### src/shared/conv_ctrl_defs.svh
// Offsets, field positions, reset values and timing counts of the converter control block.
// Assumes a 32-bit AHB-Lite register port with one aligned word per register.
//
// Contract
// Enable bit turns converter on and off.
// Soft reset restores registers except debug control.
// Writing zero to soft reset does nothing.
// Soft reset write discards other written bits.
// Reset completes after sync delay, clears flags.
// Soft reset bit reads one while pending.
// Start by software trigger or automatic trigger.
// Sampling begins only on a conversion trigger.
// Free running restarts after each conversion.
// Each conversion overwrites the result register.
// Unread result with many channels sets overrun.
// Enable-set writes of one enable interrupts.
// Converter clock is input over two power one-plus-prescaler.
// Sampling length field sets sampling cycles.
// Offset compensation phase runs when bit set.
// Conversion takes sampling plus offset plus resolution cycles.
// Flags clear by writing one, zero ignored.
`ifndef CONV_CTRL_DEFS_SVH
`define CONV_CTRL_DEFS_SVH

// ****************************************************************
// Register byte offsets
// ****************************************************************
`define MAIN_CONTROL_OFS 12'h000
`define INPUT_SELECT_OFS 12'h004
`define SAMPLING_CONTROL_OFS 12'h008
`define SOFTWARE_TRIGGER_OFS 12'h00C
`define INT_ENABLE_CLR_OFS 12'h010
`define INT_ENABLE_SET_OFS 12'h014
`define INT_FLAG_OFS 12'h018
`define SYNC_BUSY_OFS 12'h01C
`define RESULT_OFS 12'h020
`define DEBUG_CONTROL_OFS 12'h024
`define CONFIG_OFS 12'h028

// ****************************************************************
// Field positions
// ****************************************************************
`define MC_SOFT_RESET_POS 0
`define MC_ENABLE_POS 1
`define MC_PRESC_LSB 8
`define SC_OFFSET_COMP_BIT_POS 7
`define SWT_START_POS 1
`define INT_RESULT_READY_FLAG_POS 0
`define INT_OVERRUN_POS 1
`define CFG_FREERUN_POS 0
`define CFG_AUTOTRIG_POS 1
`define CFG_RES8_POS 2
`define CFG_MULTI_POS 3

// ****************************************************************
// Reset values and timing counts
// ****************************************************************
`define PRESC_RESET 3'h0
`define SAMPLING_LENGTH_FIELD_RESET 6'h00
`define OFFSET_COMP_BIT_CYCLES 5'h04
`define SOFT_RESET_SYNC_CYCLES 3'h3
`define RES_HIGH_BITS 5'h0C
`define RES_LOW_BITS 5'h08

`endif

### src/shared/conv_ctrl_pkg.sv
// Types shared by the converter control modules.
// Assumes the constants header supplies all numbers.
package conv_ctrl_pkg;

  // Conversion sequencer phases.
  typedef enum logic [1:0] {
    PH_IDLE,
    PH_OFFSET_COMP_BIT,
    PH_SAMPLE,
    PH_DATA
  } conv_phase_t;

endpackage

### src/conv_prescaler.sv
// Converter clock-tick generator from the generic converter clock.
// Assumes clock_i is the generic converter clock; emits one-cycle ticks.
`timescale 1ns/1ns
`default_nettype none
`include "conv_ctrl_defs.svh"

module conv_prescaler #(
  parameter int PW = 3
) (
  input wire logic clock_i, // Generic converter clock.
  input wire logic rst_i, // Synchronous reset, active high.
  input wire logic run_i, // Count only while enabled.
  input wire logic [PW-1:0] presc_i, // Prescaler field.
  output logic tick_o // One pulse per converter clock period.
);

  typedef struct packed {
    logic [15:0] cnt;
    logic tick;
  } presc_state_t;

  presc_state_t cur_ff;
  presc_state_t nxt_ff;
  logic [15:0] limit;

  // ****************************************************************
  // Divide by two to the power of one plus the prescaler field
  // ****************************************************************
  // divider limit
  always_comb
  begin
    // Shifting a two keeps the exponent from wrapping at the top prescaler value.
    limit = (16'h0002 << presc_i) - 16'h0001;
    nxt_ff = cur_ff;
    nxt_ff.tick = 1'b0;
    if (!run_i)
    begin
      nxt_ff.cnt = 16'h0000;
    end
    else if (cur_ff.cnt >= limit)
    begin
      nxt_ff.cnt = 16'h0000;
      nxt_ff.tick = 1'b1;
    end
    else
    begin
      nxt_ff.cnt = cur_ff.cnt + 16'h0001;
    end
  end

  // State register.
  always_ff @(posedge clock_i)
  begin
    if (rst_i)
      cur_ff <= '0;
    else
      cur_ff <= nxt_ff;
  end

  assign tick_o = cur_ff.tick;

endmodule // conv_prescaler

`default_nettype wire

### src/conv_sequencer.sv
// Conversion phase sequencer: offset compensation, sampling, data bits.
// Assumes ticks mark converter clock periods; analog data arrives at the top on result_data_i.
`timescale 1ns/1ns
`default_nettype none
`include "conv_ctrl_defs.svh"

module conv_sequencer (
  input wire logic clock_i, // System clock.
  input wire logic rst_i, // Synchronous reset, active high.
  input wire logic tick_i, // Converter clock tick.
  input wire logic start_i, // Conversion request, held until accepted.
  input wire logic offset_comp_bit_i, // Offset compensation enable.
  input wire logic [5:0] sampling_length_field_i, // Sampling length field.
  input wire logic res8_i, // Eight-bit resolution select.
  output logic accept_o, // Pulse when a request is taken.
  output logic sampling_o, // High during sample and hold.
  output logic done_o // Pulse at end of conversion.
);

  typedef struct packed {
    conv_ctrl_pkg::conv_phase_t ph;
    logic [6:0] cnt;
    logic acc;
    logic done;
  } seq_state_t;

  seq_state_t cur_ff;
  seq_state_t nxt_ff;

  // ****************************************************************
  // Phase machine, advanced once per converter clock tick
  // ****************************************************************
  always_comb
  begin
    nxt_ff = cur_ff;
    nxt_ff.acc = 1'b0;
    nxt_ff.done = 1'b0;
    case (cur_ff.ph)
      conv_ctrl_pkg::PH_IDLE:
      begin
        // sample only on trigger
        if (start_i && tick_i)
        begin
          nxt_ff.acc = 1'b1;
          nxt_ff.cnt = 7'h00;
          // offset phase first
          nxt_ff.ph = offset_comp_bit_i ? conv_ctrl_pkg::PH_OFFSET_COMP_BIT : conv_ctrl_pkg::PH_SAMPLE;
        end
      end
      conv_ctrl_pkg::PH_OFFSET_COMP_BIT:
      begin
        if (tick_i)
        begin
          nxt_ff.cnt = cur_ff.cnt + 7'h01;
          if (cur_ff.cnt == 7'({2'b00, `OFFSET_COMP_BIT_CYCLES} - 7'h01))
          begin
            nxt_ff.cnt = 7'h00;
            nxt_ff.ph = conv_ctrl_pkg::PH_SAMPLE;
          end
        end
      end
      conv_ctrl_pkg::PH_SAMPLE:
      begin
        // sampling length in ticks
        if (tick_i)
        begin
          nxt_ff.cnt = cur_ff.cnt + 7'h01;
          if (cur_ff.cnt >= {1'b0, sampling_length_field_i})
          begin
            nxt_ff.cnt = 7'h00;
            nxt_ff.ph = conv_ctrl_pkg::PH_DATA;
          end
        end
      end
      conv_ctrl_pkg::PH_DATA:
      begin
        // one tick per bit
        if (tick_i)
        begin
          nxt_ff.cnt = cur_ff.cnt + 7'h01;
          if (cur_ff.cnt >= 7'({2'b00, res8_i ? `RES_LOW_BITS : `RES_HIGH_BITS} - 7'h01))
          begin
            nxt_ff.cnt = 7'h00;
            nxt_ff.done = 1'b1;
            nxt_ff.ph = conv_ctrl_pkg::PH_IDLE;
            // restart without idle tick
            if (start_i)
            begin
              nxt_ff.acc = 1'b1;
              nxt_ff.ph = offset_comp_bit_i ? conv_ctrl_pkg::PH_OFFSET_COMP_BIT : conv_ctrl_pkg::PH_SAMPLE;
            end
          end
        end
      end
      default:
      begin
        nxt_ff.ph = conv_ctrl_pkg::PH_IDLE;
      end
    endcase
  end

  // State register.
  always_ff @(posedge clock_i)
  begin
    if (rst_i)
    begin
      cur_ff <= '0;
      cur_ff.ph <= conv_ctrl_pkg::PH_IDLE;
    end
    else
    begin
      cur_ff <= nxt_ff;
    end
  end

  assign accept_o = cur_ff.acc;
  assign done_o = cur_ff.done;
  assign sampling_o = (cur_ff.ph == conv_ctrl_pkg::PH_SAMPLE);

endmodule // conv_sequencer

`default_nettype wire

### src/conv_ctrl.sv
// Converter control top: AHB-Lite registers, triggers, soft reset, result and interrupts.
// Assumes one AHB-Lite master, word accesses, and an analog front end delivering
// a sampled value on result_data_i when the sequencer finishes.
`timescale 1ns/1ns
`default_nettype none
`include "conv_ctrl_defs.svh"

module conv_ctrl #(
  parameter int PRESC_W = 3,
  parameter int DATA_W = 12
) (
  input wire logic clock_i, // System and generic converter clock.
  input wire logic rst_i, // Synchronous reset, active high.
  input wire logic hsel_i, // AHB slave select.
  input wire logic [11:0] haddr_i, // AHB byte address.
  input wire logic [1:0] htrans_i, // AHB transfer type.
  input wire logic hwrite_i, // AHB write when high.
  input wire logic [2:0] hsize_i, // AHB size, word expected.
  input wire logic [31:0] hwdata_i, // AHB write data.
  input wire logic hready_i, // AHB bus ready.
  output logic [31:0] hrdata_o, // AHB read data.
  output logic hreadyout_o, // AHB slave ready.
  output logic hresp_o, // AHB response, always OKAY.
  input wire logic auto_trig_i, // Automatic trigger pulse from event logic.
  input wire logic [DATA_W-1:0] result_data_i, // Value from the analog front end.
  output logic [4:0] chan_sel_o, // Multiplexer channel select.
  output logic sample_o, // Sample and hold active.
  output logic irq_o // Level interrupt.
);

  // Full register state in one struct.
  typedef struct packed {
    logic enable;
    logic [PRESC_W-1:0] presc;
    logic [4:0] chan;
    logic [5:0] sampling_length_field;
    logic offset_comp_bit;
    logic freerun;
    logic autotrig;
    logic res8;
    logic multi;
    logic [1:0] int_en;
    logic [1:0] int_flag;
    logic [DATA_W-1:0] result;
    logic [7:0] dbg;
    logic srst_pend;
    logic [2:0] srst_cnt;
    logic start_pend;
    logic busy;
    logic unread;
    logic wr_pend;
    logic [11:0] wr_addr;
    logic [31:0] rdata;
    logic irq;
    logic [4:0] trig_sync;
  } top_state_t;

  top_state_t cur_ff;
  top_state_t nxt_ff;
  logic tick;
  logic accept;
  logic sampling;
  logic done;
  logic addr_ok;
  logic [31:0] rd_mux;
  logic trig_evt;

  // ****************************************************************
  // Converter clock prescaler
  // ****************************************************************
  conv_prescaler #(
    .PW(PRESC_W)
  ) u_presc (
    .clock_i(clock_i),
    .rst_i(rst_i),
    .run_i(cur_ff.enable),
    .presc_i(cur_ff.presc),
    .tick_o(tick)
  );

  // ****************************************************************
  // Conversion sequencer
  // ****************************************************************
  conv_sequencer u_seq (
    .clock_i(clock_i),
    .rst_i(rst_i || cur_ff.srst_pend || !cur_ff.enable),
    .tick_i(tick),
    .start_i(cur_ff.start_pend || (cur_ff.busy && cur_ff.freerun)),
    .offset_comp_bit_i(cur_ff.offset_comp_bit),
    .sampling_length_field_i(cur_ff.sampling_length_field),
    .res8_i(cur_ff.res8),
    .accept_o(accept),
    .sampling_o(sampling),
    .done_o(done)
  );

  // Address phase accepted on a selected NONSEQ or SEQ transfer.
  assign addr_ok = hsel_i && hready_i && htrans_i[1];
  // Trigger pin passes five flops; rising edge once trig_sync[2] and trig_sync[3] are high and trig_sync[4] is low.
  assign trig_evt = cur_ff.trig_sync[2] && cur_ff.trig_sync[3] && !cur_ff.trig_sync[4];

  // ****************************************************************
  // Read data selection
  // ****************************************************************
  always_comb
  begin
    rd_mux = 32'h0000_0000;
    if (haddr_i == `MAIN_CONTROL_OFS)
    begin
      // pending reset reads one
      rd_mux[`MC_SOFT_RESET_POS] = cur_ff.srst_pend;
      rd_mux[`MC_ENABLE_POS] = cur_ff.enable;
      rd_mux[`MC_PRESC_LSB +: PRESC_W] = cur_ff.presc;
    end
    else if (haddr_i == `INPUT_SELECT_OFS)
      rd_mux[4:0] = cur_ff.chan;
    else if (haddr_i == `SAMPLING_CONTROL_OFS)
    begin
      rd_mux[5:0] = cur_ff.sampling_length_field;
      rd_mux[`SC_OFFSET_COMP_BIT_POS] = cur_ff.offset_comp_bit;
    end
    else if (haddr_i == `INT_ENABLE_CLR_OFS || haddr_i == `INT_ENABLE_SET_OFS)
      rd_mux[1:0] = cur_ff.int_en;
    else if (haddr_i == `INT_FLAG_OFS)
      rd_mux[1:0] = cur_ff.int_flag;
    else if (haddr_i == `SYNC_BUSY_OFS)
      rd_mux[0] = cur_ff.srst_pend;
    else if (haddr_i == `RESULT_OFS)
      rd_mux[DATA_W-1:0] = cur_ff.result;
    else if (haddr_i == `DEBUG_CONTROL_OFS)
      rd_mux[7:0] = cur_ff.dbg;
    else if (haddr_i == `CONFIG_OFS)
    begin
      rd_mux[`CFG_FREERUN_POS] = cur_ff.freerun;
      rd_mux[`CFG_AUTOTRIG_POS] = cur_ff.autotrig;
      rd_mux[`CFG_RES8_POS] = cur_ff.res8;
      rd_mux[`CFG_MULTI_POS] = cur_ff.multi;
    end
  end

  // ****************************************************************
  // Register, trigger and flag logic
  // ****************************************************************
  always_comb
  begin
    nxt_ff = cur_ff;
    nxt_ff.trig_sync = {cur_ff.trig_sync[3:0], auto_trig_i};
    nxt_ff.wr_pend = addr_ok && hwrite_i;
    if (addr_ok)
      nxt_ff.wr_addr = haddr_i;
    // Reads are answered one cycle after the address phase, with no wait state.
    if (addr_ok && !hwrite_i)
      nxt_ff.rdata = rd_mux;
    // software or automatic start
    if (trig_evt && cur_ff.autotrig && cur_ff.enable)
      nxt_ff.start_pend = 1'b1;
    if (accept)
      nxt_ff.start_pend = 1'b0;
    // chain free-running conversions
    // A running conversion asks for the next at its last tick, so none is lost.
    if (done)
      nxt_ff.busy = 1'b0;
    if (accept)
      nxt_ff.busy = 1'b1;
    if (!cur_ff.enable || cur_ff.srst_pend)
      nxt_ff.busy = 1'b0;
    // result overwritten
    if (done)
    begin
      nxt_ff.result = result_data_i;
      nxt_ff.unread = 1'b1;
      nxt_ff.int_flag[`INT_RESULT_READY_FLAG_POS] = 1'b1;
      // unread result overruns
      if (cur_ff.unread && cur_ff.multi)
        nxt_ff.int_flag[`INT_OVERRUN_POS] = 1'b1;
    end
    else if (addr_ok && !hwrite_i && haddr_i == `RESULT_OFS)
    begin
      nxt_ff.unread = 1'b0;
    end
    // Data phase of a write; flag clears lose to a same-cycle set above.
    if (cur_ff.wr_pend && !cur_ff.srst_pend)
    begin
      if (cur_ff.wr_addr == `MAIN_CONTROL_OFS)
      begin
        // soft reset wins over the write
        if (hwdata_i[`MC_SOFT_RESET_POS])
        begin
          nxt_ff.srst_pend = 1'b1;
          nxt_ff.srst_cnt = `SOFT_RESET_SYNC_CYCLES;
        end
        // zero soft reset has no effect
        else
        begin
          // enable and disable
          nxt_ff.enable = hwdata_i[`MC_ENABLE_POS];
          nxt_ff.presc = hwdata_i[`MC_PRESC_LSB +: PRESC_W];
        end
      end
      else if (cur_ff.wr_addr == `INPUT_SELECT_OFS)
        nxt_ff.chan = hwdata_i[4:0];
      else if (cur_ff.wr_addr == `SAMPLING_CONTROL_OFS)
      begin
        nxt_ff.sampling_length_field = hwdata_i[5:0];
        nxt_ff.offset_comp_bit = hwdata_i[`SC_OFFSET_COMP_BIT_POS];
      end
      else if (cur_ff.wr_addr == `SOFTWARE_TRIGGER_OFS)
      begin
        if (hwdata_i[`SWT_START_POS] && cur_ff.enable)
          nxt_ff.start_pend = 1'b1;
      end
      else if (cur_ff.wr_addr == `INT_ENABLE_CLR_OFS)
        nxt_ff.int_en = cur_ff.int_en & ~hwdata_i[1:0];
      else if (cur_ff.wr_addr == `INT_ENABLE_SET_OFS)
        // set only ones
        nxt_ff.int_en = cur_ff.int_en | hwdata_i[1:0];
      else if (cur_ff.wr_addr == `INT_FLAG_OFS)
        // write one clears
        nxt_ff.int_flag = nxt_ff.int_flag & ~(hwdata_i[1:0] & ~{done && cur_ff.unread
          && cur_ff.multi, done});
      else if (cur_ff.wr_addr == `DEBUG_CONTROL_OFS)
        nxt_ff.dbg = hwdata_i[7:0];
      else if (cur_ff.wr_addr == `CONFIG_OFS)
      begin
        nxt_ff.freerun = hwdata_i[`CFG_FREERUN_POS];
        nxt_ff.autotrig = hwdata_i[`CFG_AUTOTRIG_POS];
        nxt_ff.res8 = hwdata_i[`CFG_RES8_POS];
        nxt_ff.multi = hwdata_i[`CFG_MULTI_POS];
      end
    end
    // reset completes after sync delay
    if (cur_ff.srst_pend)
    begin
      if (cur_ff.srst_cnt == 3'h0)
      begin
        // all but debug control restored
        nxt_ff = '0;
        nxt_ff.dbg = cur_ff.dbg;
        nxt_ff.trig_sync = cur_ff.trig_sync;
        nxt_ff.presc = `PRESC_RESET;
        nxt_ff.sampling_length_field = `SAMPLING_LENGTH_FIELD_RESET;
      end
      else
      begin
        nxt_ff.srst_cnt = cur_ff.srst_cnt - 3'h1;
      end
    end
    nxt_ff.irq = |(nxt_ff.int_flag & nxt_ff.int_en);
  end

  // State register.
  always_ff @(posedge clock_i)
  begin
    if (rst_i)
    begin
      cur_ff <= '0;
      cur_ff.presc <= `PRESC_RESET;
      cur_ff.sampling_length_field <= `SAMPLING_LENGTH_FIELD_RESET;
    end
    else
    begin
      cur_ff <= nxt_ff;
    end
  end

  // Outputs from flip-flops; ready and response are constants, sample_o decodes the sequencer phase.
  assign hrdata_o = cur_ff.rdata;
  assign hreadyout_o = 1'b1;
  assign hresp_o = 1'b0;
  assign chan_sel_o = cur_ff.chan;
  assign irq_o = cur_ff.irq;
  assign sample_o = sampling;

endmodule // conv_ctrl

`default_nettype wire

### config.mk
export PLATFORM = sky130hd
export DESIGN_NAME = conv_ctrl
export DESIGN_NICKNAME = d
export VERILOG_FILES = /design/src/shared/conv_ctrl_pkg.sv /design/src/conv_prescaler.sv /design/src/conv_sequencer.sv /design/src/conv_ctrl.sv
export VERILOG_INCLUDE_DIRS = /design/src /design/src/shared
export SDC_FILE = /design/constraint.sdc
export NUM_CORES = 1
export LEC_CHECK = 0
export BUFFER_PORTS_ARGS = -buffer_cell sky130_fd_sc_hd__buf_4
export CORE_AREA = 2 2 106 148
export CTS_CLUSTER_DIAMETER = 30
export DETAILED_ROUTE_END_ITERATION = 8
export DIE_AREA = 0 0 108 150
export PLACE_DENSITY_LB_ADDON = 0.1
export SYNTH_ARGS = -nofsm -noshare
export SYNTH_HDL_FRONTEND = slang
export SYNTH_SLANG_ARGS = --single-unit
### constraint.sdc
create_clock -name clock_i -period 3.35 [get_ports clock_i]
set_clock_uncertainty 0.15 [all_clocks]
set_input_delay 0.1675 -clock clock_i [delete_from_list [all_inputs] [get_ports clock_i]]
set_output_delay 0.1675 -clock clock_i [all_outputs]
set_load 0.01 [all_outputs]
==> summary.txt <==
Clocking
  – H-tree level count: 4
  – Clock insertion delay at the later pin of the skew report: 410 ps
  – Post-cts gate resize count: 0
  – Root Buffer: sky130_fd_sc_hd__clkbuf_16
  – Clock buffer depth: 2
  – Clock-pin slew on the worst setup and hold paths: 60 ps
  – Clock tree from TritonCTS: yes
  – Clock buffer count from CTS: 17
  – Number of clock sinks: 130

Logic synthesis
  – Post-synth top cells: 130 x sky130_fd_sc_hd__dfxtp_1, 69 x sky130_fd_sc_hd__nand2_1, 67 x sky130_fd_sc_hd__nor2_1
  – Leading cell type by number of instances after synthesis: sky130_fd_sc_hd__dfxtp_1
  – Sequential area share after synthesis: 40.5%
  – Mapped Avg Cell Area: 8.81 um^2
  – Post-synthesis cell type with the largest combined area: sky130_fd_sc_hd__dfxtp_1
  – Ys Warns: 0
  – Number of standard cells after synthesis: 729
  – Count of flip-flops with a built-in enable after synthesis: 0
  – Share of synthesized cell area in and, or, nand and nor gates: 23.2%
  – Post-synthesis instance area: 0.00642 mm^2
  – Post-synthesis share of cell area spent on xor and xnor gates: 2.45%
  – Adder-Cell Fraction of Synth Area: 5.65%
  – Main flop type after synthesis: sky130_fd_sc_hd__dfxtp_1
  – Post-synthesis mux area share: 6.92%
  – Number of distinct standard cells referenced by the synthesized netlist: 62
  – Dominant combinational cell family by area after synthesis: simple AND/OR/NAND/NOR gates
  – Number of synthesized register bits: 130
  – Main area contributors after synthesis: sky130_fd_sc_hd__dfxtp_1 41%, sky130_fd_sc_hd__mux2i_1 6.4%, sky130_fd_sc_hd__ha_1 5.6%, sky130_fd_sc_hd__buf_4 4.6%, sky130_fd_sc_hd__nand2_1 4.0%
  – Synthesized-area fraction occupied by ao, oa, aoi and oai cells: 13.3%
  – Area share of the leading cell type in the synthesized netlist: 40.5%
  – Share of synthesized flip-flops with an asynchronous set or reset: 0%

Placed design
  – Count of input and output buffers: 80
  – Total placed cells including tap cells: 943
  – Detailed Place HPWL: 11800 um
  – Instance area at placement: 0.00692 mm^2
  – RePlAce Congestion: 0.892

Worst hold path
  – Origin of the worst min-delay path: haddr_i[2]
  – Worst min-delay path category: in -> reg

Cells and area
  – Layout cell share with drive strength beyond 1: 17.4%
  – Fin area: 0.00800 mm^2
  – Final Instance Count excl. Fillers: 1019
  – Ant diodes: 0
  – Final Net Count: 910
  – Fillers: 1362
  – Area growth syn-to-layout: 24.6%

Global route
  – Largest net degree at the start of global routing: 27
  – Global-route wire length before repair: 26500 um
  – Aggregate global-route resource usage: 20.7%
  – Number of global-route vias before repair: 5384
  – Number of antenna violations at the first check in global routing: 0
  – Sum of overflow across all layers after global routing: 0

STA
  – Final Setup Violations: 0
  – Worst hold slack: 33.8 ps
  – Worst slew pin tran: 1260 ps
  – Period utilisation layout: 92.8%
  – Final max-slew violation count: 0
  – Min Tclk post-route: 3110 ps
  – Unrepaired setup endpoints after global routing: no
  – Worst-case headroom to the max-slew limit: 16.2%
  – Fin. Hold Viols: 0
  – Maximum clock frequency: 0.322 GHz
  – Sum Neg Setup Slack: 0 ps

Worst setup path
  – Required time of the critical path: 3490 ps
  – Highest fanout seen on the critical path: 12
  – Chain of cells forming the critical path: or3b_2, or4_1, nor3_4, buf_12, mux2i_1, nor2_1, dlygate4sd3_1
  – Startpoint-to-endpoint class of the critical path: reg -> reg
  – Kind of end point of the critical path: flip-flop
  – Arr. time, crit path: 3250 ps
  – Critical Path Start: cur_ff[57]
  – Worst Setup Start Kind: flip-flop
  – Startpoint of the worst register-to-register path: cur_ff[57]
  – Largest incremental delay on the critical path: 600 ps
  – CP max stage cell: sky130_fd_sc_hd__or4_1

Detailed routing
  – Post-DRT Antenna Nets: 0
  – Router iterations before antenna repair: 5
  – Via/cell ratio: 5.30
  – Post-route DRC: 0
  – DRC marker count from the first detailed-route iteration: 182
  – Via total after detailed routing: 5402
  – Post-Route WL: 16200 um
  – Average wire length per cell after detail routing: 15.9 um

Floorplan
  – # rows: 53
  – Area of the core: 0.0149 mm^2
  – Horiz. Die Dim: 108 um
  – Number of primary I/O pins: 108
  – Overall die height: 150 um
  – Die area: 0.0162 mm^2
  – Initial core utilization: 43.0%

Flow run
  – Max-cap violations: 0

Power
  – Power Dens Cells: 465 mW/mm^2
  – Leakage power total: 3.07 nW
  – Maximum vdd ir drop: 0.000239 V

Outcome
  – Outcome: complete, no violations
routing by layer:
layer / track usage [%] / part of all wire, % / up-vias
met5: 0 / 0 / -
met4: 7.50 / 2.1 / 0
met3: 3.92 / 3.3 / 24
met2: 38.1 / 53 / 123
met1: 23.5 / 42 / 2557
li1: - / - / 2698
per-stage QoR:
step | power, W | util, % | worst slack, ps
detailed placement | 0.00175 | 46.4 | 589
CTS | 0.00376 | 53.4 | 81.3
finish | 0.00372 | 53.6 | 242
global route | 0.00385 | 53.6 | 133
global placement | 0.00175 | 46.4 | 681
floorplan | 0.00168 | - | 970
worst max-delay path, delay by kind of cell (launching register included):
kind                   cells  cell delay (ps)
buffers and inverters      2              720
muxes                      1              180
DFF                        1              480
and+or+nand+nor            4             1460
power by group:
part	total [W]	internal, W	switching (W)
combinational	0.000190	0.0000901	0.000100
clock	0.00196	0.00126	0.000706
sequential	0.00157	0.00156	0.00000999
total	0.00372	0.00290	0.000816
worst paths after layout:
kind | to | slack [ps] | depth (start not counted)
worst max-delay path | cur_ff[64] | 240 | 7
worst min-delay path | cur_ff[40] | 30 | 3
worst max register to register | cur_ff[64] | 240 | 7
worst min register to register | cur_ff[45] | 300 | 2
kinds of logic (layout without fill, tap and decap cells):
group                    count (synthesis)  after routing
AND/OR/NAND/NOR                        283            283
adder cells (fa/ha/maj)                 29             29
flip-flops                             130            130
XOR/XNOR                                18             18
AO/OA/AOI/OAI                          130            130
buffers and inverters                   93            183
other                                    2             10
multiplexers                            44             44
sequential cells by signal (all words and copies together), names as in the netlist:
signal / count
irq_o: 1
u_seq.accept_o: 1
hrdata_o: 32
u_presc.cur_ff: 16
u_seq.cur_ff: 9
chan_sel_o: 5
u_presc.tick_o: 1
cur_ff: 64
u_seq.done_o: 1
area by class of cell:
cell class | instances | area, um^2 | share of cell area (%)
Sequential cell | 130 | 2600 | 32.5
Clock buffer | 18 | 429 | 5.36
Inverter | 20 | 75.1 | 0.938
Tap cell | 192 | 240 | 3.00
Multi-Input combinational cell | 514 | 3350 | 41.9
Timing Repair Buffer | 131 | 1100 | 13.8
Clock inverter | 14 | 203 | 2.53
layout by cell type (no fill, tap or decap), types with 20 or more instances in the layout:
cell and count:
sky130_fd_sc_hd__nand2_1 68, sky130_fd_sc_hd__buf_4 88, sky130_fd_sc_hd__nand3_1 20, sky130_fd_sc_hd__nor2_1 66, sky130_fd_sc_hd__ha_1 29, sky130_fd_sc_hd__o21ai_0 22
sky130_fd_sc_hd__mux2i_1 41, sky130_fd_sc_hd__a21oi_1 45, sky130_fd_sc_hd__dfxtp_1 130, sky130_fd_sc_hd__dlygate4sd3_1 42, sky130_fd_sc_hd__and2_1 24
what timing repair did:
action / 4_1_cts / 5_1_grt
endpoints found under the setup margin: 0 / 5
hold buffers: 42 / 0
setup buffers: 0 / 2
hold endpoints to repair: 59 / 0
Note: power is estimated with default switching activity, not from simulation.
